$ cat src/hw/ddrbs_pkg.sv
/*
 package for the ddr2 bank state tracker: command codes, bank states,
 timing counts, command carrier struct.
 assumes one 25 MHz clock; timing counts are cycle counts of that clock.
*/
package ddrbs_pkg;
   localparam int unsigned NUM_BANKS   = 8;
   localparam int unsigned BA_W        = 3;
   localparam int unsigned CNT_W       = 8;
   localparam int unsigned ADDR_W      = 14;
   localparam int unsigned AP_BIT      = 10;
   localparam int unsigned BURST_BL4   = 4;
   localparam int unsigned BURST_BL8   = 8;
   localparam int unsigned BEAT_W      = 4;
   localparam int unsigned DATA_RATE   = 2;

   typedef logic [CNT_W-1:0] ddrbs_cnt_t;

   // default timings in cycles of the 40 ns clock
   localparam ddrbs_cnt_t T_RP_DEF   = 8'h02;
   localparam ddrbs_cnt_t T_RCD_DEF  = 8'h02;
   localparam ddrbs_cnt_t T_WR_DEF   = 8'h02;
   localparam ddrbs_cnt_t T_RC_DEF   = 8'h05;
   localparam ddrbs_cnt_t T_MRD_DEF  = 8'h02;
   localparam ddrbs_cnt_t CNT_ONE    = 8'h01;
   localparam ddrbs_cnt_t CNT_ZERO   = 8'h00;

   typedef enum logic [2:0] {
      CMD_DESEL, CMD_NOP, CMD_READ, CMD_WRITE, CMD_ACT, CMD_PRE, CMD_REF, CMD_MRS
   } ddrbs_cmd_e;

   typedef enum logic [3:0] {
      BS_IDLE, BS_ACTIVATING, BS_ACTIVE, BS_READ, BS_WRITE, BS_READ_AP, BS_WRITE_AP,
      BS_WRREC, BS_WRREC_AP, BS_PRECHARGING, BS_REFRESHING, BS_MRS
   } ddrbs_state_e;

   typedef struct packed {
      logic              cs_n;
      logic              ras_n;
      logic              cas_n;
      logic              we_n;
      logic [BA_W-1:0]   ba;
      logic [ADDR_W-1:0] addr;
   } ddrbs_pins_s;

   typedef struct packed {
      ddrbs_cnt_t t_rp;
      ddrbs_cnt_t t_rcd;
      ddrbs_cnt_t t_wr;
      ddrbs_cnt_t t_rc;
      ddrbs_cnt_t t_mrd;
   } ddrbs_timing_s;
endpackage

$ cat src/hw/ddrbs_bank.sv
/*
 one bank's state machine and timing counter.
 assumes decoded command and global idle/legality come from the top.
*/
`timescale 1ns/1ps
module ddrbs_bank (
   // clock and reset
   input  wire logic                  clk,
   input  wire logic                  rst,
   // command to this bank
   input  wire logic                  cmd_hit,
   input  ddrbs_pkg::ddrbs_cmd_e      cmd,
   input  wire logic                  auto_pre,
   input  wire logic                  cmd_legal,
   input  wire logic                  all_cmd,
   // configuration
   input  ddrbs_pkg::ddrbs_timing_s   timing,
   input  ddrbs_pkg::ddrbs_cnt_t      burst_cycles,
   // status
   output ddrbs_pkg::ddrbs_state_e    state,
   output logic                       cnt_zero
);
   ddrbs_pkg::ddrbs_state_e state_q;
   ddrbs_pkg::ddrbs_cnt_t   cnt_q;
   logic                    done;
   logic                    starts;

   assign state    = state_q;
   assign done     = (cnt_q <= ddrbs_pkg::CNT_ONE);
   assign cnt_zero = (cnt_q == ddrbs_pkg::CNT_ZERO);
   // only commands that open a timed phase reload; nop, deselect and a repeated
   // precharge must let the running timer go on, or a nop to this bank would stall it
   assign starts = cmd_hit && cmd_legal &&
      ((cmd inside {ddrbs_pkg::CMD_ACT, ddrbs_pkg::CMD_READ, ddrbs_pkg::CMD_WRITE}) ||
       ((cmd == ddrbs_pkg::CMD_PRE) && (state_q != ddrbs_pkg::BS_PRECHARGING)));

   always_ff @(posedge clk or posedge rst) begin
      if (rst) begin
         state_q <= ddrbs_pkg::BS_IDLE;
         cnt_q   <= ddrbs_pkg::CNT_ZERO;
      end else if (all_cmd && cmd_legal) begin
         // refresh and mode set act on every bank at once
         state_q <= (cmd == ddrbs_pkg::CMD_REF) ? ddrbs_pkg::BS_REFRESHING : ddrbs_pkg::BS_MRS;
         cnt_q   <= (cmd == ddrbs_pkg::CMD_REF) ? timing.t_rc : timing.t_mrd;
      end else if (starts) begin
         case (cmd)
            ddrbs_pkg::CMD_ACT: begin
               state_q <= ddrbs_pkg::BS_ACTIVATING;
               cnt_q   <= timing.t_rcd;
            end
            ddrbs_pkg::CMD_READ: begin
               state_q <= auto_pre ? ddrbs_pkg::BS_READ_AP : ddrbs_pkg::BS_READ;
               cnt_q   <= burst_cycles;
            end
            ddrbs_pkg::CMD_WRITE: begin
               state_q <= auto_pre ? ddrbs_pkg::BS_WRITE_AP : ddrbs_pkg::BS_WRITE;
               cnt_q   <= burst_cycles;
            end
            ddrbs_pkg::CMD_PRE: begin
               // a further precharge while precharging leaves the timer alone
               if (state_q != ddrbs_pkg::BS_PRECHARGING) begin
                  state_q <= (state_q == ddrbs_pkg::BS_IDLE) ? ddrbs_pkg::BS_IDLE
                                                             : ddrbs_pkg::BS_PRECHARGING;
                  cnt_q   <= timing.t_rp;
               end
            end
            default: begin
            end
         endcase
      end else begin
         if (!cnt_zero) begin
            cnt_q <= cnt_q - ddrbs_pkg::CNT_ONE;
         end
         if (done) begin
            case (state_q)
               ddrbs_pkg::BS_ACTIVATING:  state_q <= ddrbs_pkg::BS_ACTIVE;
               ddrbs_pkg::BS_READ:        state_q <= ddrbs_pkg::BS_ACTIVE;
               ddrbs_pkg::BS_READ_AP: begin
                  state_q <= ddrbs_pkg::BS_PRECHARGING;
                  cnt_q   <= timing.t_rp;
               end
               ddrbs_pkg::BS_WRITE: begin
                  state_q <= ddrbs_pkg::BS_WRREC;
                  cnt_q   <= timing.t_wr;
               end
               ddrbs_pkg::BS_WRITE_AP: begin
                  state_q <= ddrbs_pkg::BS_WRREC_AP;
                  cnt_q   <= timing.t_wr;
               end
               ddrbs_pkg::BS_WRREC:       state_q <= ddrbs_pkg::BS_ACTIVE;
               ddrbs_pkg::BS_WRREC_AP: begin
                  state_q <= ddrbs_pkg::BS_PRECHARGING;
                  cnt_q   <= timing.t_rp;
               end
               ddrbs_pkg::BS_PRECHARGING: state_q <= ddrbs_pkg::BS_IDLE;
               ddrbs_pkg::BS_REFRESHING:  state_q <= ddrbs_pkg::BS_IDLE;
               ddrbs_pkg::BS_MRS:         state_q <= ddrbs_pkg::BS_IDLE;
               default: begin
               end
            endcase
         end
      end
   end
endmodule

$ cat src/hw/ddrbs_top.sv
/*
 ddr2 bank state and command legality tracker: decodes the command pins,
 keeps eight bank state machines and flags illegal commands.
 assumes pins are synchronous to clk and timing inputs are held steady.
*/
// Contract
// - during a burst with auto-precharge only deselect or nop is legal to that bank.
// - while precharging, deselect, nop or precharge act as nop and the bank idles after tRP.
// - while activating only deselect or nop is legal and the bank goes active after tRCD.
// - in write recovery a new write is legal and deselect or nop return to active after tWR.
// - in write recovery with auto-precharge only deselect or nop, precharging after tWR.
// - while refreshing only deselect or nop, returning to idle after tRC.
// - after a mode register set only deselect or nop, returning to idle after tMRD.
// - don't-care inputs do not change how a command decodes.
`timescale 1ns/1ps
module ddrbs_top (
   // clock and reset
   input  wire logic                    clk,
   input  wire logic                    rst,
   // command pins
   input  ddrbs_pkg::ddrbs_pins_s       pins,
   // configuration
   input  ddrbs_pkg::ddrbs_timing_s     timing,
   input  wire logic                    burst_len8,
   // status
   output logic                         violation_q,
   output ddrbs_pkg::ddrbs_cmd_e        last_cmd_q,
   output logic [ddrbs_pkg::NUM_BANKS-1:0] bank_idle_q,
   output logic [ddrbs_pkg::NUM_BANKS-1:0] bank_active_q
);
   // pins only; address bits other than auto-precharge never enter decode
   function automatic ddrbs_pkg::ddrbs_cmd_e decode(input ddrbs_pkg::ddrbs_pins_s p);
      if (p.cs_n) begin
         decode = ddrbs_pkg::CMD_DESEL;
      end else begin
         case ({p.ras_n, p.cas_n, p.we_n})
            3'h7:    decode = ddrbs_pkg::CMD_NOP;
            3'h5:    decode = ddrbs_pkg::CMD_READ;
            3'h4:    decode = ddrbs_pkg::CMD_WRITE;
            3'h3:    decode = ddrbs_pkg::CMD_ACT;
            3'h2:    decode = ddrbs_pkg::CMD_PRE;
            3'h1:    decode = ddrbs_pkg::CMD_REF;
            default: decode = ddrbs_pkg::CMD_MRS;
         endcase
      end
   endfunction

   ddrbs_pkg::ddrbs_cmd_e   cmd;
   logic                    auto_pre;
   logic                    all_idle;
   logic                    legal;
   logic                    all_cmd;
   logic                    pre_all;
   ddrbs_pkg::ddrbs_state_e st     [ddrbs_pkg::NUM_BANKS];
   logic                    czero  [ddrbs_pkg::NUM_BANKS];
   ddrbs_pkg::ddrbs_state_e tgt;
   logic                    tgt_boundary;
   logic [ddrbs_pkg::BEAT_W-1:0] beat_q [ddrbs_pkg::NUM_BANKS];
   logic                    col_ok;
   ddrbs_pkg::ddrbs_cnt_t   burst_cycles;

   assign cmd      = decode(pins);
   assign auto_pre = pins.addr[ddrbs_pkg::AP_BIT];
   assign pre_all  = (cmd == ddrbs_pkg::CMD_PRE) && auto_pre;
   assign all_cmd  = (cmd == ddrbs_pkg::CMD_REF) || (cmd == ddrbs_pkg::CMD_MRS);
   assign tgt      = st[pins.ba];
   // a burst of n beats takes n/2 clocks at double data rate
   assign burst_cycles = burst_len8
      ? ddrbs_pkg::ddrbs_cnt_t'(ddrbs_pkg::BURST_BL8 / ddrbs_pkg::DATA_RATE)
      : ddrbs_pkg::ddrbs_cnt_t'(ddrbs_pkg::BURST_BL4 / ddrbs_pkg::DATA_RATE);
   // at bl8 the 4-bit boundary falls after two clocks of the burst
   assign tgt_boundary = (czero[pins.ba] == 1'b0) &&
      (beat_q[pins.ba] == ddrbs_pkg::BEAT_W'(ddrbs_pkg::BURST_BL4 / ddrbs_pkg::DATA_RATE));

   always_comb begin
      all_idle = 1'b1;
      for (int i = 0; i < ddrbs_pkg::NUM_BANKS; i++) begin
         if (st[i] != ddrbs_pkg::BS_IDLE) begin
            all_idle = 1'b0;
         end
      end
   end

   // legality uses only the addressed bank, so other banks stay usable; refresh, mode set and precharge-all check every bank
   always_comb begin
      legal = 1'b1;
      case (cmd)
         ddrbs_pkg::CMD_DESEL, ddrbs_pkg::CMD_NOP: legal = 1'b1;
         ddrbs_pkg::CMD_REF, ddrbs_pkg::CMD_MRS:   legal = all_idle;
         ddrbs_pkg::CMD_ACT:   legal = (tgt == ddrbs_pkg::BS_IDLE);
         ddrbs_pkg::CMD_PRE: begin
            if (pre_all) begin
               legal = 1'b1;
               for (int i = 0; i < ddrbs_pkg::NUM_BANKS; i++) begin
                  if (!(st[i] inside {ddrbs_pkg::BS_IDLE, ddrbs_pkg::BS_ACTIVE,
                                      ddrbs_pkg::BS_PRECHARGING})) begin
                     legal = 1'b0;
                  end
               end
            end else begin
               legal = tgt inside {ddrbs_pkg::BS_IDLE, ddrbs_pkg::BS_ACTIVE,
                                   ddrbs_pkg::BS_PRECHARGING};
            end
         end
         ddrbs_pkg::CMD_READ:
            legal = (tgt == ddrbs_pkg::BS_ACTIVE) ||
                    ((tgt == ddrbs_pkg::BS_READ) && burst_len8 && tgt_boundary);
         ddrbs_pkg::CMD_WRITE:
            legal = (tgt == ddrbs_pkg::BS_ACTIVE) || (tgt == ddrbs_pkg::BS_WRREC) ||
                    ((tgt == ddrbs_pkg::BS_WRITE) && burst_len8 && tgt_boundary);
         default: legal = 1'b0;
      endcase
   end

   // clocks since the last accepted column command, per bank; a refused command or a
   // burst to another bank must not shift this bank's interrupt boundary
   assign col_ok = legal && ((cmd == ddrbs_pkg::CMD_READ) || (cmd == ddrbs_pkg::CMD_WRITE));

   always_ff @(posedge clk or posedge rst) begin
      if (rst) begin
         for (int i = 0; i < ddrbs_pkg::NUM_BANKS; i++) begin
            beat_q[i] <= '0;
         end
      end else begin
         for (int i = 0; i < ddrbs_pkg::NUM_BANKS; i++) begin
            if (col_ok && (pins.ba == ddrbs_pkg::BA_W'(i))) begin
               beat_q[i] <= ddrbs_pkg::BEAT_W'(1);
            end else if (beat_q[i] != '1) begin
               beat_q[i] <= beat_q[i] + ddrbs_pkg::BEAT_W'(1);
            end
         end
      end
   end

   for (genvar b = 0; b < ddrbs_pkg::NUM_BANKS; b++) begin : g_bank
      ddrbs_bank u_bank (
         .clk          (clk),
         .rst          (rst),
         .cmd_hit      ((pins.ba == ddrbs_pkg::BA_W'(b)) || pre_all),
         .cmd          (cmd),
         .auto_pre     (auto_pre),
         .cmd_legal    (legal),
         .all_cmd      (all_cmd),
         .timing       (timing),
         .burst_cycles (burst_cycles),
         .state        (st[b]),
         .cnt_zero     (czero[b])
      );
   end

   // status registered so every output comes from a flop
   always_ff @(posedge clk or posedge rst) begin
      if (rst) begin
         violation_q <= 1'b0;
         last_cmd_q  <= ddrbs_pkg::CMD_DESEL;
      end else begin
         violation_q <= !legal;
         last_cmd_q  <= cmd;
      end
   end

   always_ff @(posedge clk or posedge rst) begin
      if (rst) begin
         bank_idle_q   <= '1;
         bank_active_q <= '0;
      end else begin
         for (int i = 0; i < ddrbs_pkg::NUM_BANKS; i++) begin
            bank_idle_q[i]   <= (st[i] == ddrbs_pkg::BS_IDLE);
            bank_active_q[i] <= (st[i] == ddrbs_pkg::BS_ACTIVE);
         end
      end
   end
endmodule

$ cat config.mk
export PLATFORM = sky130hd
export DESIGN_NAME = ddrbs_top
export DESIGN_NICKNAME = d
export VERILOG_FILES = /design/src/hw/ddrbs_pkg.sv /design/src/hw/ddrbs_bank.sv /design/src/hw/ddrbs_top.sv
export SDC_FILE = /design/constraint.sdc
export NUM_CORES = 1
export LEC_CHECK = 0
export BUFFER_PORTS_ARGS = -buffer_cell sky130_fd_sc_hd__buf_4
export CAP_MARGIN = 20
export CORE_MARGIN = 5
export CORE_UTILIZATION = 35
export DETAILED_ROUTE_END_ITERATION = 7
export PLACE_DENSITY = 0.55
export SLEW_MARGIN = 20
export SYNTH_ARGS = -nofsm -noshare
export SYNTH_HDL_FRONTEND = slang
export SYNTH_SLANG_ARGS = --single-unit
$ cat constraint.sdc
create_clock -name clk -period 11.2 [get_ports clk]
set_input_delay 1.12 -clock clk [delete_from_list [all_inputs] [get_ports clk]]
set_output_delay 1.12 -clock clk [all_outputs]
set_load 0.02 [all_outputs]
==> summary.txt <==
STA
  – Slew Viols, Final: 0
  – Fin crit period: 4.950 ns
  – Sum Neg Setup Slack: 0 ns
  – Final hold violations: 0
  – RSZ-0062 raised after global routing: no
  – Setup violations, final: 0
  – Max-slew headroom: 17.07%
  – Final Skew: 0.01691 ns
  – Slew @ Worst Pin: 1.244 ns
  – Setup WS post-layout: 6.250 ns
  – Peak Freq: 0.2020 GHz
  – Fin crit share: 44.20%

Power
  – Worst ir drop on vdd: around 0.00014 V
  – Leak pwr: 5.446 nW
  – Power consumption: 3.573 mW
  – PD cells: 264.0 mW/mm^2

Synthesis
  – FF+latch count, synth: 148
  – Post-synthesis cell type count: 71
  – Syn Nets: 1,598
  – Ys async rst share: 100.0%
  – Cell Area, Synth: about 0.012 mm^2
  – Synth warn: 0
  – Syn Area/Cell: 7.954 um^2
  – Post-synth EDFFs: 0
  – Main flop type after synthesis: dfrtp_1
  – Post-synthesis sequential area ratio: a little under a third
  – Post-synthesis cell count: roughly 1,500

Clock network
  – Clk Latency, worst-skew pair: 0.46 ns
  – H-tree depth: 4
  – Resize count post-CTS: 0
  – CTS Buffer Depth: 2
  – Clock transition at the registers of the reported paths: 0.07 ns
  – Clock sink count: 148
  – # hold bufs at CTS: 0
  – CTS Root Cell: clkbuf_16
  – CTS Buf Count: 17
  – Clock tree from TritonCTS: yes
  – Setup repair bufs after CTS: 0

Critical path
  – CP startpoint: pins[14]
  – Reg2Reg Setup Slack: 6.67 ns
  – Crit path required time: 11.46 ns
  – Crit-path cells: buf_4 > mux4_2 > mux2_2 > a2111oi_4 > a31oi_1 > or3_4 > o211ai_4 > buf_4 > inv_2 > buf_4 > nor2_1 > a221oi_1
  – Slowest CP cell: mux4_2
  – Worst Reg-to-Reg Cells: 11
  – CP Launch Type: input pin
  – CP Data Arrival Time: 5.21 ns
  – Setup crit end kind: register
  – Worst path most repeated cell: buf_4
  – CP peak stage delay: 0.57 ns
  – Worst R2R End: g_bank[3].u_bank.cnt_q[7]
  – CP delay by family, top: buffers and inverters
  – WS Path Type: in2reg
  – Worst-path maximum fanout: 35
  – Worst r2r src: g_bank[3].u_bank.state[2]
  – Buf/Inv on CP: 4

Die
  – Starting Density: 35.64%
  – Die height: 195.2 um
  – Die Width: between 150 and 200 um
  – Row cnt: 67
  – I/O pins: 84
  – Full die area: 0.03812 mm^2
  – Core outline area: between 0.03 and 0.04 mm^2

Drt
  – Pre-antenna DRT Iters: 8
  – DRC violations left: 0
  – Routed WL: around 49 mm
  – Wire per inst: roughly 25 um
  – Via count: about 13,000
  – DRT iter0 DRCs: approximately 1,500
  – Post-route ant nets: 0
  – Vias/cell: 6.403

Hold path
  – Hold Path Depth: 1
  – HP Start: beat_q[3]
  – Hold Path Sink: beat_q[3]
  – Hold crit path type: reg2reg

GRT
  – First-pass GRT wire length: 71.93 mm
  – Total track usage: between 20% and 30%
  – Vias in the first global route: around 12,000
  – Largest net degree at the start of global routing: between 80 and 90
  – Antenna violations before repair: 1
  – Global route total overflow: 0

Placement
  – Post-DP HPWL: roughly 33 mm
  – I/O Buffers: 70
  – DP Worst Slack: 5.944 ns
  – Routability Congestion: 0.9370

Final layout
  – Layout cell share with drive strength beyond 1: about an eighth
  – Growth of design area from synthesis to finish: 12.68%
  – Antenna Cells: 0
  – Final core utilization: 40.16%
  – Nets: 1,606

Run status
  – Status: finished, final reports clean

Flow run
  – Max-cap viol count: 0
## worst max path at each step
stage                                endpoint  slack (ns)  cells after the start
global route        g_bank[3].u_bank.cnt_q[7]        6.08                     12
global placement    g_bank[3].u_bank.cnt_q[7]        5.91                     12
floorplan                    bank_active_q[0]        6.11                      1
detailed placement  g_bank[3].u_bank.cnt_q[7]        5.94                     12
CTS                 g_bank[3].u_bank.cnt_q[7]        6.41                     12
finish              g_bank[3].u_bank.cnt_q[7]        6.25                     12
## layer usage
layer	GRT usage [%]	routed length, um	up-vias
li1	-	-	5712
met5	0	13	-
met2	36.25	20650	672
met4	10.29	2182	2
met3	7.289	5121	140
met1	33.37	20560	6145
## sequential cells by signal, summed over array words and instances, names as in the netlist
name and flops:
beat_q 32, bank_active_q 8, bank_idle_q 8, last_cmd_q 3, g_bank.u_bank.cnt_q 64, violation_q 1
g_bank.u_bank.state 32
## kinds of logic after synthesis
group | count (synthesis) | synth area share [%]
buffers and inverters | 149 | 4.823
adder cells (fa/ha/maj) | 24 | 2.500
AO/OA/AOI/OAI | 510 | 29.74
multiplexers | 51 | 4.865
AND/OR/NAND/NOR | 559 | 22.12
flip-flops | 148 | 30.92
XOR/XNOR | 69 | 5.032
## stage by stage
stage          instance area (um^2)  hold slack, ns  cells
2_1_floorplan                 12010          0.4036   1510
3_3_place_gp                  12890          0.5169   1943
3_5_place_dp                  12900          0.5283   1944
4_1_cts                       13510          0.5377   1976
5_1_grt                       13530          0.5593   1979
6_report                      13530          0.5360   1979
## Yosys cell counts, drive strengths merged (5+ instances only)
library cell	number	area share (%)
a2111oi	24	2.1
a211o	5	0.36
a211oi	44	2.9
a21o	5	0.31
a21oi	80	3.4
a221oi	8	0.58
a22oi	75	4.7
a31oi	17	0.89
and2	7	0.36
and3	6	0.31
buf	39	1.4
clkbuf	75	2.3
dfrtp	140	29
dfstp	8	1.8
ha	24	2.5
inv	35	1.1
mux2	9	0.84
mux2i	37	3.1
mux4	5	0.94
nand2	122	3.8
nand2b	26	1.4
nand3	52	2.2
nand3b	7	0.44
nand4	9	0.47
nor2	180	5.6
nor2b	18	0.94
nor3	72	3.0
nor4	32	1.7
o211ai	21	1.4
o21ai	89	3.7
o21bai	7	0.44
o221a	11	1.0
o221ai	18	1.3
o22a	9	0.66
o22ai	48	2.5
o311a	8	0.67
o31ai	16	1.0
or2	5	0.26
or3	6	0.35
xnor2	60	4.4
xor2	9	0.66
## placed cells by master, fill, tap and decap left out, drive strengths merged, types with 11 or more instances in the layout
cell,n
a2111oi,24
a211oi,44
a21oi,80
a22oi,75
a31oi,17
buf,101
clkbuf,19
dfrtp,140
ha,24
inv,45
mux2i,37
nand2,122
nand2b,26
nand3,52
nor2,180
nor2b,18
nor3,72
nor4,32
o211ai,21
o21ai,89
o221a,11
o221ai,18
o22ai,48
o31ai,16
xnor2,60
## cell type report
cell class	instances	area (um^2)
well taps	448	560.5
clock buffers	17	425.4
fillers	3460	20170
repair buffers	103	777.0
clock inverters	15	182.7
flip-flops and latches	148	3714
multi-input cells	1213	7737
inverters	35	136.4
## power by group
| part | total (mW) | internal, mW | switching (mW) |
|---|---|---|---|
| Clock | 0.628 | 0.340 | 0.288 |
| Combinational | 1.76 | 0.818 | 0.945 |
| Sequential | 1.18 | 0.785 | 0.398 |
| Total | 3.57 | 1.94 | 1.63 |
Note: power is estimated with default switching activity, not from simulation.
